--- config.mk ---
export PLATFORM = sky130hd
export DESIGN_NAME = chc_control
export DESIGN_NICKNAME = d
export VERILOG_FILES = /design/src/verilog/chc_control.v /design/src/verilog/chc_sync.v
export VERILOG_INCLUDE_DIRS = /design/src /design/src/verilog
export SDC_FILE = /design/constraint.sdc
export NUM_CORES = 1
export LEC_CHECK = 0
export BUFFER_PORTS_ARGS = -buffer_cell sky130_fd_sc_hd__buf_2
export CAP_MARGIN = 10
export CORE_MARGIN = 1.5
export CORE_UTILIZATION = 28
export DETAILED_ROUTE_END_ITERATION = 10
export PLACE_DENSITY = 0.46
export SKIP_LAST_GASP = 1
export SLEW_MARGIN = 15
export SYNTH_ARGS = -nofsm -noshare
export SYNTH_HDL_FRONTEND = slang
export SYNTH_SLANG_ARGS = --single-unit
--- constraint.sdc ---
create_clock -name clock -period 2.1 [get_ports clock]
set_clock_uncertainty 0.1 [all_clocks]
set_input_delay 0.105 -clock clock [delete_from_list [all_inputs] [get_ports clock]]
set_output_delay 0.105 -clock clock [all_outputs]
set_load 0.02 [all_outputs]
--- src/verilog/chc_defines.vh ---
// Constants for the card host control-signal block
`ifndef CHC_DEFINES_VH
`define CHC_DEFINES_VH

// Interface modes
`define CHC_MODE_W          2
`define CHC_MODE_MEMORY     2'h0
`define CHC_MODE_IO         2'h1
`define CHC_MODE_DISK       2'h2

// Busy time after any reset, in clock cycles
`define CHC_RESET_BUSY_CYC  16'h0040
`define CHC_BUSY_CNT_W      16

// Synchroniser depth
`define CHC_SYNC_STAGES     2

`endif

--- src/verilog/chc_control.v ---
// Card host port control signals: interrupt, space select, DMA ack, reset, ready
`include "chc_defines.vh"
`timescale 1ns/1ps
`default_nettype none

// Functional notes
// Disk-drive mode interrupt request is active high
// Attribute select high common, low attribute
// Host holds select low during I/O cycles
// Host acknowledge answers request, starts DMA
// Acknowledge ignored while no DMA active
// Host without DMA ties acknowledge high
// Card-bus modes: reset while reset pin high
// Reset high from power-up gives one reset
// Soft reset bit also resets device
// Disk-drive mode reset pin is active low
// Ready low until reset function completes
// Reset and acknowledge pins are synchronised
module chc_control #(
    parameter BUSY_CYCLES = `CHC_RESET_BUSY_CYC
) (
    input  wire                    clock,
    input  wire                    rst_n,
    input  wire                    clk_en,
    input  wire [`CHC_MODE_W-1:0]  interface_mode,
    input  wire                    card_reset_pin,
    input  wire                    dma_acknowledge_n,
    input  wire                    attribute_select_n,
    input  wire                    soft_reset_bit,
    input  wire                    core_interrupt,
    input  wire                    core_dma_request,
    input  wire                    core_dma_active,
    input  wire                    core_busy,
    output reg                     host_interrupt_request,
    output reg                     dma_transfer_request,
    output wire                    dma_ack_valid,
    output reg                     common_memory_select,
    output reg                     attribute_memory_select,
    output reg                     io_space_select,
    output reg                     device_reset,
    output reg                     ready
);

    // ************************************************************
    // Pin synchronisation
    // ************************************************************
    wire [1:0] pins_sync;

    chc_sync #(
        .WIDTH     (2),
        .RESET_VAL (2'h3)
    ) u_sync (
        .clock    (clock),
        .rst_n    (rst_n),
        .clk_en   (clk_en),
        .async_in ({card_reset_pin, dma_acknowledge_n}),
        .sync_out (pins_sync)
    );

    wire reset_pin_s = pins_sync[1];
    wire dma_acknowledge_n_n_s   = pins_sync[0];
    wire disk_mode   = (interface_mode == `CHC_MODE_DISK);

    // ************************************************************
    // Reset request decode
    // ************************************************************
    // Pin level seen at power-up; in the card-bus modes a level held since then is not a reset
    // Limitation: arming survives until the next power-on reset only
    reg  armed_r;
    wire pin_asserted = disk_mode ? ~reset_pin_s : reset_pin_s;

    always @(posedge clock or negedge rst_n) begin
        if (!rst_n) begin
            armed_r <= 1'b0;
        end else if (clk_en) begin
            if (!pin_asserted)
                armed_r <= 1'b1;
        end
    end

    // In the card-bus modes the reset pin only counts once it has been seen released after power-up; disk-drive mode takes it at once
    wire pin_reset_req = pin_asserted & (armed_r | disk_mode);
    wire reset_req     = pin_reset_req | soft_reset_bit;

    // ************************************************************
    // Reset sequencing and ready
    // ************************************************************
    localparam ST_POWERUP = 2'h0;
    localparam ST_HOLD    = 2'h1;
    localparam ST_BUSY    = 2'h2;
    localparam ST_RUN     = 2'h3;

    reg [1:0]                  state_r;
    reg [1:0]                  state_nxt;
    reg [`CHC_BUSY_CNT_W-1:0]  busy_cnt_r;
    reg [`CHC_BUSY_CNT_W-1:0]  busy_cnt_nxt;

    always @* begin
        state_nxt    = state_r;
        busy_cnt_nxt = busy_cnt_r;
        case (state_r)
            ST_POWERUP: begin
                // Initial reset always runs, whatever the pin does
                state_nxt    = ST_BUSY;
                busy_cnt_nxt = BUSY_CYCLES[`CHC_BUSY_CNT_W-1:0];
            end
            ST_HOLD: begin
                if (!reset_req) begin
                    state_nxt    = ST_BUSY;
                    busy_cnt_nxt = BUSY_CYCLES[`CHC_BUSY_CNT_W-1:0];
                end
            end
            ST_BUSY: begin
                if (reset_req)
                    state_nxt = ST_HOLD;
                else if (busy_cnt_r <= {{(`CHC_BUSY_CNT_W-1){1'b0}}, 1'b1})
                    state_nxt = ST_RUN;
                else
                    busy_cnt_nxt = busy_cnt_r - 1'b1;
            end
            ST_RUN: begin
                if (reset_req)
                    state_nxt = ST_HOLD;
            end
            default: begin
                state_nxt = ST_POWERUP;
            end
        endcase
    end

    always @(posedge clock or negedge rst_n) begin
        if (!rst_n) begin
            state_r      <= ST_POWERUP;
            busy_cnt_r   <= {`CHC_BUSY_CNT_W{1'b0}};
            device_reset <= 1'b1;
            ready        <= 1'b0;
        end else if (clk_en) begin
            state_r      <= state_nxt;
            busy_cnt_r   <= busy_cnt_nxt;
            device_reset <= (state_nxt != ST_RUN);
            // Busy while resetting, and while the core itself is busy
            ready        <= (state_nxt == ST_RUN) & ~core_busy;
        end
    end

    wire running = (state_r == ST_RUN);

    // ************************************************************
    // DMA acknowledge qualification
    // ************************************************************
    // Acknowledge is masked unless a DMA is in progress, so a float is harmless
    // Combinational on purpose: the pin already carries two flops of delay
    assign dma_ack_valid = running & disk_mode & core_dma_active & ~dma_acknowledge_n_n_s;

    // ************************************************************
    // Interrupt, DMA request and space select next values
    // ************************************************************
    wire memory_mode = (interface_mode == `CHC_MODE_MEMORY);
    wire io_mode     = (interface_mode == `CHC_MODE_IO);

    reg irq_nxt;
    reg dma_req_nxt;
    reg common_sel_nxt;
    reg attr_sel_nxt;
    reg io_sel_nxt;

    // Everything toward the host stays quiet until the busy period ends
    always @* begin
        irq_nxt        = 1'b0;
        dma_req_nxt    = 1'b0;
        common_sel_nxt = 1'b0;
        attr_sel_nxt   = 1'b0;
        io_sel_nxt     = 1'b0;
        if (running) begin
            if (disk_mode) begin
                // Interrupt and request exist only in the disk-drive mode
                irq_nxt     = core_interrupt;
                dma_req_nxt = core_dma_request;
            end else begin
                // Select is level-valid within the host cycle, so no synchroniser
                common_sel_nxt = memory_mode & attribute_select_n;
                attr_sel_nxt   = ~attribute_select_n;
                io_sel_nxt     = io_mode & ~attribute_select_n;
            end
        end
    end

    // ************************************************************
    // Output registers
    // ************************************************************
    // Registered so the host never sees a glitch from the decode above
    always @(posedge clock or negedge rst_n) begin
        if (!rst_n) begin
            host_interrupt_request  <= 1'b0;
            dma_transfer_request    <= 1'b0;
            common_memory_select    <= 1'b0;
            attribute_memory_select <= 1'b0;
            io_space_select         <= 1'b0;
        end else if (clk_en) begin
            host_interrupt_request  <= irq_nxt;
            dma_transfer_request    <= dma_req_nxt;
            common_memory_select    <= common_sel_nxt;
            attribute_memory_select <= attr_sel_nxt;
            io_space_select         <= io_sel_nxt;
        end
    end

endmodule

`default_nettype wire

--- src/verilog/chc_sync.v ---
// Two-flop synchroniser for asynchronous host pins
`timescale 1ns/1ps
`default_nettype none

module chc_sync #(
    parameter WIDTH     = 2,
    parameter RESET_VAL = 2'h0
) (
    input  wire             clock,
    input  wire             rst_n,
    input  wire             clk_en,
    input  wire [WIDTH-1:0] async_in,
    output reg  [WIDTH-1:0] sync_out
);

    reg [WIDTH-1:0] meta_r;

    always @(posedge clock or negedge rst_n) begin
        if (!rst_n) begin
            meta_r   <= RESET_VAL;
            sync_out <= RESET_VAL;
        end else if (clk_en) begin
            meta_r   <= async_in;
            sync_out <= meta_r;
        end
    end

endmodule

`default_nettype wire

# Word-level counts from Yosys, hierarchy flattened
# Cells that the tools add are included.
# totals
romBits,0
inputBits,13
regBits,30
ram_bits,0
latch_bits,0
output_inout_bits,8
wordCells,63
n_memories,0
# classes
reduce_logical,5
addsub,1
muxes,20
div_mod_pow,0
n_bitwise,14
order_cmp,1
multipliers,0
eq_ne,10
shifts,0
# ops
cell,n
16-bit two-way mux,3
16-bit case mux with 3 select lines,1
16-bit by 1-bit <= comparator with 1-bit output (second input constant),1
16-bit by 1-bit subtractor with 16-bit output (second input constant),1
1-bit two-way mux,11
2-bit equality test (second input constant),4
2-bit two-way mux,4
2-bit inequality test (second input constant),4
2-bit case mux with 4 select lines,1
1-bit AND,7
1-bit inverter,5
5-bit AND reduction,1
2-bit by 1-bit equality test with 1-bit output (second input constant),2
2-bit logical NOT,2
3-bit nonzero test,1
1-bit OR,2
2-bit AND reduction,1

# Longest topological paths before layout
# Gate-level depths: netlist of run 1.
# depth
word_depth,8
ltp_mapped,8
ltp_nobuf,6

# Modules after synthesis
# Synthesis of run 1 repeated with hierarchy kept, for this count alone.
# hier_totals
cells_unflattened,157
hier_area_um2,1551.5
# by_module_without_submodules
module,area_per_inst_um2,seq_area_each_um2,n_inst,cells_each
chc_control,1401.3,651.9,1,149
chc_sync,150.1,105.1,1,8

# Worst setup path after synthesis of run 1
# OpenSTA, ideal clock, no wires.
# synth_timing
path_type,register to register
from,register busy_cnt_r[14]
to,register busy_cnt_r[1]
required_ns,1.875
stages_incl_launch_ff,6
setup_time_ns,0.125
path_slack_ns,0.197
t_arrival_ns,1.678
synth_period_minus_slack_ns,1.903
path_buffers,0
path_cell_list,dfrtp_1 -> nor4_1 -> nand4_1 -> o2111ai_4 -> nand2_4 -> mux2_4
# synth_between
elab_chain_cells,3
# synth_rtl
element,line,source
from (decl),chc_control.v:95,reg [`CHC_BUSY_CNT_W-1:0] busy_cnt_r;
from (signal assigned),chc_control.v:134,busy_cnt_r <= {`CHC_BUSY_CNT_W{1'b0}};
from (signal assigned),chc_control.v:139,busy_cnt_r <= busy_cnt_nxt;
16-bit by 1-bit <= comparator with 1-bit output,chc_control.v:116,"else if (busy_cnt_r <= {{(`CHC_BUSY_CNT_W-1){1'b0}}, 1'b1})"
2-bit inequality test (no line),--,
5-bit AND reduction (no line),--,
# No other way between the ends.
# A chain may end at the register's enable or synchronous reset.

# Worst setup path in the final report of run 1
# Ends and elaborated chain as after synthesis.

==> results_dict.tcl, run 1 <==
set metrics [dict create \
    clockBufferDepth 2 \
    routed_via_density 5.06 \
    drt_iter0_drc 103 \
    io_buffers 20 \
    ys_ff_latch 30 \
    wl_per_cell_um 13.8 \
    synth_nets 183 \
    cp.arrival_ns 2.03 \
    slew_headroom 0.537 \
    synth_area_per_cell_um2 9.68 \
    route.antenna.remaining_nets 0 \
    ir_drop_v 0.000569 \
    ys_async_sr_fraction 1.00 \
    path_cells "nor4_2 > nand4_1 > o2111ai_4 > nand2_4 > mux2_4" \
    drt_wl_total_um 3940 \
    path_clk_slew_ns 0.06 \
    drv_cap 0 \
    power_density_nw_per_um2 1250 \
    drive_above_1_share 0.300 \
    final_cell_mix "dfrtp_1 (25), buf_2 (20), nand2_1 (16), buf_4 (15), nor2_1 (14)" \
    syn2layout_area_growth_pct 29.0 \
    post-route-period-util 0.940 \
    io_pins 21 \
    gp_congestion 0.887 \
    cts_buffers 5 \
    die_area_um2 6280 \
    dpl.cell_count 266 \
    gr-total-overflow 0 \
    grtUsageTotal 0.141 \
    vias 1441 \
    grt_pass1_vias 1443 \
    num_rows 27 \
    grtUsageMet1 0.176 \
    layout.cells.non_filler 285 \
    worst_path_max_delay_cell "dfrtp_1" \
    status "complete, no violations" \
    setup_viol 0 \
    antenna_found_initial 0 \
    pre_cts_ws_ns -0.0117 \
    busiest_layer "met2" \
    p_leak_nw 0.925 \
    rsz0062_at_grt "true" \
    critPathMaxStageDelay_ns 0.41 \
    cts_tree "done" \
    end_kind "flop" \
    startpoint_type "flop" \
    yosys_warnings 0 \
    drtPass1Iterations 4 \
    htree_levels 2 \
    fin_ws_ns 0.126 \
    initial_core_util 0.294 \
    path_max_fanout 14 \
    grt_pass1_wl_um 6730 \
    core_region_area_um2 5540 \
    cts_sinks 30 \
    ys_types 46 \
    min_path_type "input port to flop" \
    clkLatencyLatePin_ns 0.28 \
    hold_viol 0 \
    nFillCells 567 \
    ys.flop_type "dfrtp_1" \
    cts-root-buf "clkbuf_8" \
    cp_top_family "simple AND/OR/NAND/NOR gates" \
    place_hpwl_um 2670 \
    worstMarginPinSlew_ns 0.694 \
    synth.cell_area_um2 1630 \
    cp.buffers_inverters 0 \
    worstPathRequired_ns 2.16 \
    slew_violations 0 \
    die_y_um 79.2 \
    final_common_cell "dfrtp_1" \
    synth-seq-area-share 0.465 \
    antennaDiodeCount 0 \
    synth_edf_count 0 \
    fmax_ghz 0.507 \
    fp.dieW_um 79.2 \
    critPathKind "flop to flop" \
    use_met3 0.0402 \
    nets 228 \
    grt_max_degree 31 \
    syn-instance-count 168 \
    min_period_ns 1.97 \
    drc_errors 0 \
    met2_usage 0.226 \
]
per-layer routing:
layer	vias to the layer above	routed length, um
met5	-	0
met4	0	42
met3	4	136
met2	34	1930
met1	696	1830
li1	707	-
Yosys cell counts, types with 2 or more instances:
cell / instances / area, um^2
nand3b_1: 2 / 15.0
nor3b_1: 2 / 15.0
o31ai_1: 2 / 15.0
dfstp_2: 5 / 131
clkbuf_1: 5 / 18.8
nand2b_1: 5 / 31.3
a31oi_1: 9 / 56.3
nor2_1: 14 / 52.6
nor3_1: 7 / 35.0
nand2_1: 16 / 60.1
nor4_1: 2 / 12.5
nand4_1: 4 / 25.0
dfrtp_1: 25 / 626
mux2_2: 6 / 67.6
o22ai_1: 3 / 18.8
a21oi_1: 9 / 45.0
o211ai_2: 2 / 25.0
o21ai_0: 3 / 15.0
inv_1: 11 / 41.3
ha_1: 2 / 25.0
a21o_1: 2 / 15.0
o211ai_1: 2 / 15.0
nand3_1: 6 / 30.0
o21a_1: 2 / 15.0
state kept, by name, summed over array words and instances, names as in the netlist:
register	flops
armed_r	1
attribute_memory_select	1
busy_cnt_r	16
common_memory_select	1
device_reset	1
dma_transfer_request	1
host_interrupt_request	1
io_space_select	1
ready	1
state_r	2
u_sync.meta_r	2
u_sync.sync_out	2
report_power, final:
| group | total [W] | internal [W] | switching [W] |
|---|---|---|---|
| logic | 0.00125 | 0.000541 | 0.000708 |
| registers | 0.000940 | 0.000759 | 0.000180 |
| clock network | 0.000433 | 0.000228 | 0.000205 |
| total | 0.00262 | 0.00153 | 0.00109 |
stage by stage:
stage | hold WS (ns) | total power, W | util | setup TNS, ns | instance area [um^2]
floorplan | -0.291 | 0.00170 | - | 0 | 1630
global route | 0.0721 | 0.00285 | 0.379 | -0.00265 | 2100
finish | 0.0706 | 0.00262 | 0.379 | 0 | 2100
global placement | 0.0875 | 0.00210 | 0.339 | 0 | 1880
CTS | 0.0521 | 0.00259 | 0.369 | 0 | 2050
detailed placement | 0.0969 | 0.00212 | 0.339 | -0.0117 | 1880
layout make-up:
type	instances	area [um^2]	area share
Clock buffer	7	76.3	0.0364
Inverter	11	41.3	0.0197
Multi-Input combinational cell	120	811	0.386
Sequential cell	30	757	0.361
Tap cell	72	90.1	0.0429
Timing Repair Buffer	45	323	0.154
worst paths after layout:
path / depth (start not counted) / to / from / slack, ns
max in group asynchronous: 2 / ready$_DFFE_PN0P_ / rst_n / 1.14
worst min register to register: 1 / armed_r$_DFFE_PN0P_ / armed_r$_DFFE_PN0P_ / 0.36
worst max register to register: 5 / busy_cnt_r[1]$_DFFE_PN0P_ / busy_cnt_r[14]$_DFFE_PN0P_ / 0.13
min in group asynchronous: 2 / busy_cnt_r[13]$_DFFE_PN0P_ / rst_n / 0.31
worst min-delay path: 3 / common_memory_select$_DFFE_PN0P_ / interface_mode[0] / 0.07
worst max-delay path: 5 / busy_cnt_r[1]$_DFFE_PN0P_ / busy_cnt_r[14]$_DFFE_PN0P_ / 0.13
kinds of logic after synthesis:
family,Yosys count,synth area share
fa+ha+maj,2,0.0154
flops,30,0.465
xor+xnor,1,0.00539
compound gates,46,0.211
simple gates,64,0.205
buf+inv,18,0.0469
mux,7,0.0508
worst reg2reg max path: stages (launching register included):
cell and delay (ns):
dfrtp_1 0.41, nor4_2 0.33, nand4_1 0.25, o2111ai_4 0.28, nand2_4 0.18, mux2_4 0.33
repair_timing:
| item | CTS | global route |
|---|---|---|
| gates resized for setup | 1 | 3 |
| endpoints found under the setup margin | 1 | 7 |
| pin swaps | 0 | 1 |
| hold buffers | 9 | 0 |
| buffers inserted | 0 | 3 |
| endpoints found under the hold margin | 32 | 0 |
Note: power is estimated with default switching activity, not from simulation.
==> run 2: changes to the inputs <==
--- a/config.mk
+++ b/config.mk
@@ -6,12 +6,13 @@
 export SDC_FILE = /design/constraint.sdc
 export NUM_CORES = 1
 export LEC_CHECK = 0
+export ABC_AREA = 1
 export BUFFER_PORTS_ARGS = -buffer_cell sky130_fd_sc_hd__buf_2
 export CAP_MARGIN = 10
 export CORE_MARGIN = 1.5
 export CORE_UTILIZATION = 28
 export DETAILED_ROUTE_END_ITERATION = 10
-export PLACE_DENSITY = 0.46
+export PLACE_DENSITY = 0.45
 export SKIP_LAST_GASP = 1
 export SLEW_MARGIN = 15
 export SYNTH_ARGS = -nofsm -noshare
==> run 2 against run 1 <==
  * Synthesized area rose by 11%
  * Worst hold slack got worse by 0.051 ns
  * Clock power rose by 14%
  * Register-to-register slack improved by 0.29 ns
  * Critical path depth rose by 4
  * Routed wire length rose by 3.1%
  * Sequential share of layout area fell by 0.72 points
  * First-iteration DRC count fell by 43%
==> results_dict.tcl, run 2 <==
set metrics [dict create \
    vias 1555 \
    yosys.area.top_type "dfrtp_1" \
    num_rows 29 \
    post-route-period-util 0.803 \
    grt_pass1_vias 1508 \
    yosys_warnings 0 \
    top_register "busy_cnt_r" \
    final_cell_mix "nand2_1 (108), nor2_1 (36), dfrtp_1 (25), buf_2 (20), inv_1 (19)" \
    clkLatencyLatePin_ns 0.28 \
    cts-root-buf "clkbuf_8" \
    p_sw_frac 0.495 \
    wl_per_cell_um 11.1 \
    worstMarginPinSlew_ns 0.697 \
    timing.hold.ws_ns 0.0199 \
    setup_viol 0 \
    cts_resized 0 \
    synth_top_area_share 0.346 \
    ys_async_sr_fraction 1.00 \
    ff2ff_path_depth 9 \
    end_kind "flop" \
    synthTopCellsByArea "dfrtp_1 (35%), nand2_1 (22%), nor2_1 (7.5%)" \
    ys_types 29 \
    die_area_um2 6950 \
    status "complete, no violations" \
    path_common_cell "nand2_1" \
    largest_register_ffs 16 \
    place_hpwl_um 2800 \
    p_total_w 0.00338 \
    path_cells "inv_1 > ha_1 > nand3_1 > nand2_1 > nand3_2 > nand2_4 > nor2_8 > nand2_1 > nand2_1" \
    grt_max_degree 31 \
    worst_path_max_delay_cell "dfrtp_1" \
    seq_power_share 0.279 \
    ys_ff_latch 30 \
    drt_wl_total_um 4060 \
    worstPathRequired_ns 2.22 \
    critPathMaxStageDelay_ns 0.41 \
    critPathKind "flop to flop" \
    nets 302 \
    synth_nets 271 \
    drive_above_1_share 0.198 \
    initial_core_util 0.288 \
    io_buffers 20 \
    antenna_found_initial 0 \
    cp.arrival_ns 1.81 \
    cts_tree "done" \
    fp.dieW_um 83.4 \
    core_region_area_um2 6280 \
    nFillCells 681 \
    yosys.cell_count.top_type "nand2_1" \
    internal_power_w 0.00171 \
    slew_violations 0 \
    worstReg2RegEnd "busy_cnt_r[2]$_DFFE_PN0P_" \
    hold_depth 3 \
    antennaDiodeCount 0 \
    p_sw_w 0.00167 \
    r2r-start "busy_cnt_r[0]$_DFFE_PN0P_" \
    hold_viol 0 \
    drtPass1Iterations 6 \
    path_clk_slew_ns 0.07 \
    io_pins 21 \
    grt_pass1_wl_um 7180 \
    r2r_setup_slack_ns 0.41 \
    multi_input_area_um2 922 \
    routed_via_density 4.26 \
    synth-seq-area-share 0.419 \
    gr-total-overflow 0 \
    ys.flop_type "dfrtp_1" \
    syn-instance-count 256 \
    synth_area_per_cell_um2 7.06 \
    min_period_ns 1.69 \
    syn2layout_area_growth_pct 18.4 \
    startpoint_type "flop" \
    drt_iter0_drc 59 \
    die_y_um 83.4 \
    grtUsageTotal 0.129 \
    synth_edf_count 0 \
    synthTopCellsByCount "nand2_1 (108), nor2_1 (36), dfrtp_1 (25)" \
    final_common_cell "nand2_1" \
    fmax_ghz 0.593 \
    ir_drop_v 0.000552 \
    cts_sinks 30 \
    power_density_nw_per_um2 1580 \
    min_to "common_memory_select$_DFFE_PN0P_" \
    cts_buffers 5 \
    drc_errors 0 \
    min_path_type "input port to flop" \
    clockBufferDepth 2 \
    route.antenna.remaining_nets 0 \
    p_leak_nw 1.14 \
    synth.cell_area_um2 1810 \
    drv_cap 0 \
    p_clk_frac 0.146 \
    finalSetupTns_ns 0 \
    seq_area_um2 757 \
    rsz0062_at_grt "false" \
    slew_headroom 0.535 \
    hold_start "attribute_select_n" \
    path_max_fanout 17 \
    htree_levels 2 \
    power_frac_comb 0.575 \
    gp_congestion 0.738 \
]
run 2: cell types whose count changed in the layout (fill, tap and decap cells not counted), moves of 5 or more:
cell      delta
nand3_1      +7
mux2_2       -6
inv_1        +8
a21oi_1      -8
nand2_1     +92
a31oi_1      -9
nand2b_1     -5
nor3_1       -5
nor2_1      +22
buf_4       -14
nor2_2       +8
run 2: area by class of cell:
type | instances | share of cell area
clock inverters | 1 | 0.00234
multi-input cells | 198 | 0.431
clock buffers | 7 | 0.0403
well taps | 77 | 0.0450
inverters | 23 | 0.0403
flip-flops and latches | 30 | 0.354
repair buffers | 29 | 0.0877
run 2: cell families (layout without fill, tap and decap cells):
family                   after synthesis  count (layout)  share of synthesized area
adder cells (fa/ha/maj)                2               2                     0.0138
flip-flops                            30              30                      0.419
AO/OA/AOI/OAI                         13              13                     0.0450
AND/OR/NAND/NOR                      178             178                      0.427
XOR/XNOR                               5               5                     0.0242
buffers and inverters                 28              60                     0.0713
run 2: worst max-delay path by stage:
stage | start | end | slack [ns] | depth (start not counted)
after floorplan | busy_cnt_r[0]$_DFFE_PN0P_ | busy_cnt_r[9]$_DFFE_PN0P_ | 0.51 | 9
after global placement | busy_cnt_r[0]$_DFFE_PN0P_ | busy_cnt_r[0]$_DFFE_PN0P_ | 0.44 | 8
after detailed placement | busy_cnt_r[0]$_DFFE_PN0P_ | busy_cnt_r[2]$_DFFE_PN0P_ | 0.41 | 8
after CTS | busy_cnt_r[0]$_DFFE_PN0P_ | busy_cnt_r[2]$_DFFE_PN0P_ | 0.38 | 9
after global routing | busy_cnt_r[0]$_DFFE_PN0P_ | busy_cnt_r[9]$_DFFE_PN0P_ | 0.23 | 9
final | busy_cnt_r[0]$_DFFE_PN0P_ | busy_cnt_r[2]$_DFFE_PN0P_ | 0.41 | 9
run 2: layer usage:
layer,global-route usage,part of all wire,vias to the layer above
met5,0,0,-
met4,0.0500,0.014,0
met3,0.0268,0.037,7
met2,0.205,0.44,29
met1,0.172,0.51,675
li1,-,-,844
run 2: per-stage QoR:
stage          utilization  area (um^2)  setup WS (ns)  std cells
2_1_floorplan            -         1810          0.509        256
4_1_cts              0.341         2140          0.377        365
5_1_grt              0.341         2140          0.226        365
3_3_place_gp         0.314         1970          0.439        349
6_report             0.341         2140          0.413        365
3_5_place_dp         0.314         1970          0.415        349
run 2: power groups by stage:
stage / sequential (W) / clock [W] / combinational, W
global route: 0.000973 / 0.000532 / 0.00228
CTS: 0.000946 / 0.000511 / 0.00197
finish: 0.000943 / 0.000493 / 0.00194
global placement: 0.000953 / 0 / 0.00196
detailed placement: 0.000953 / 0 / 0.00194
floorplan: 0.000925 / 0 / 0.00162
run 2: worst max-delay path: cells and delay by family, from the launching register on:
family | cells | cell delay [ns]
AND/OR/NAND/NOR | 7 | 0.76
flip-flops | 1 | 0.41
adder cells (fa/ha/maj) | 1 | 0.25
buffers and inverters | 1 | 0.10
run 2: repair_timing:
action,in CTS,in global routing
hold buffers,8,0
endpoints found under the hold margin,31,0
setup buffers,0,0
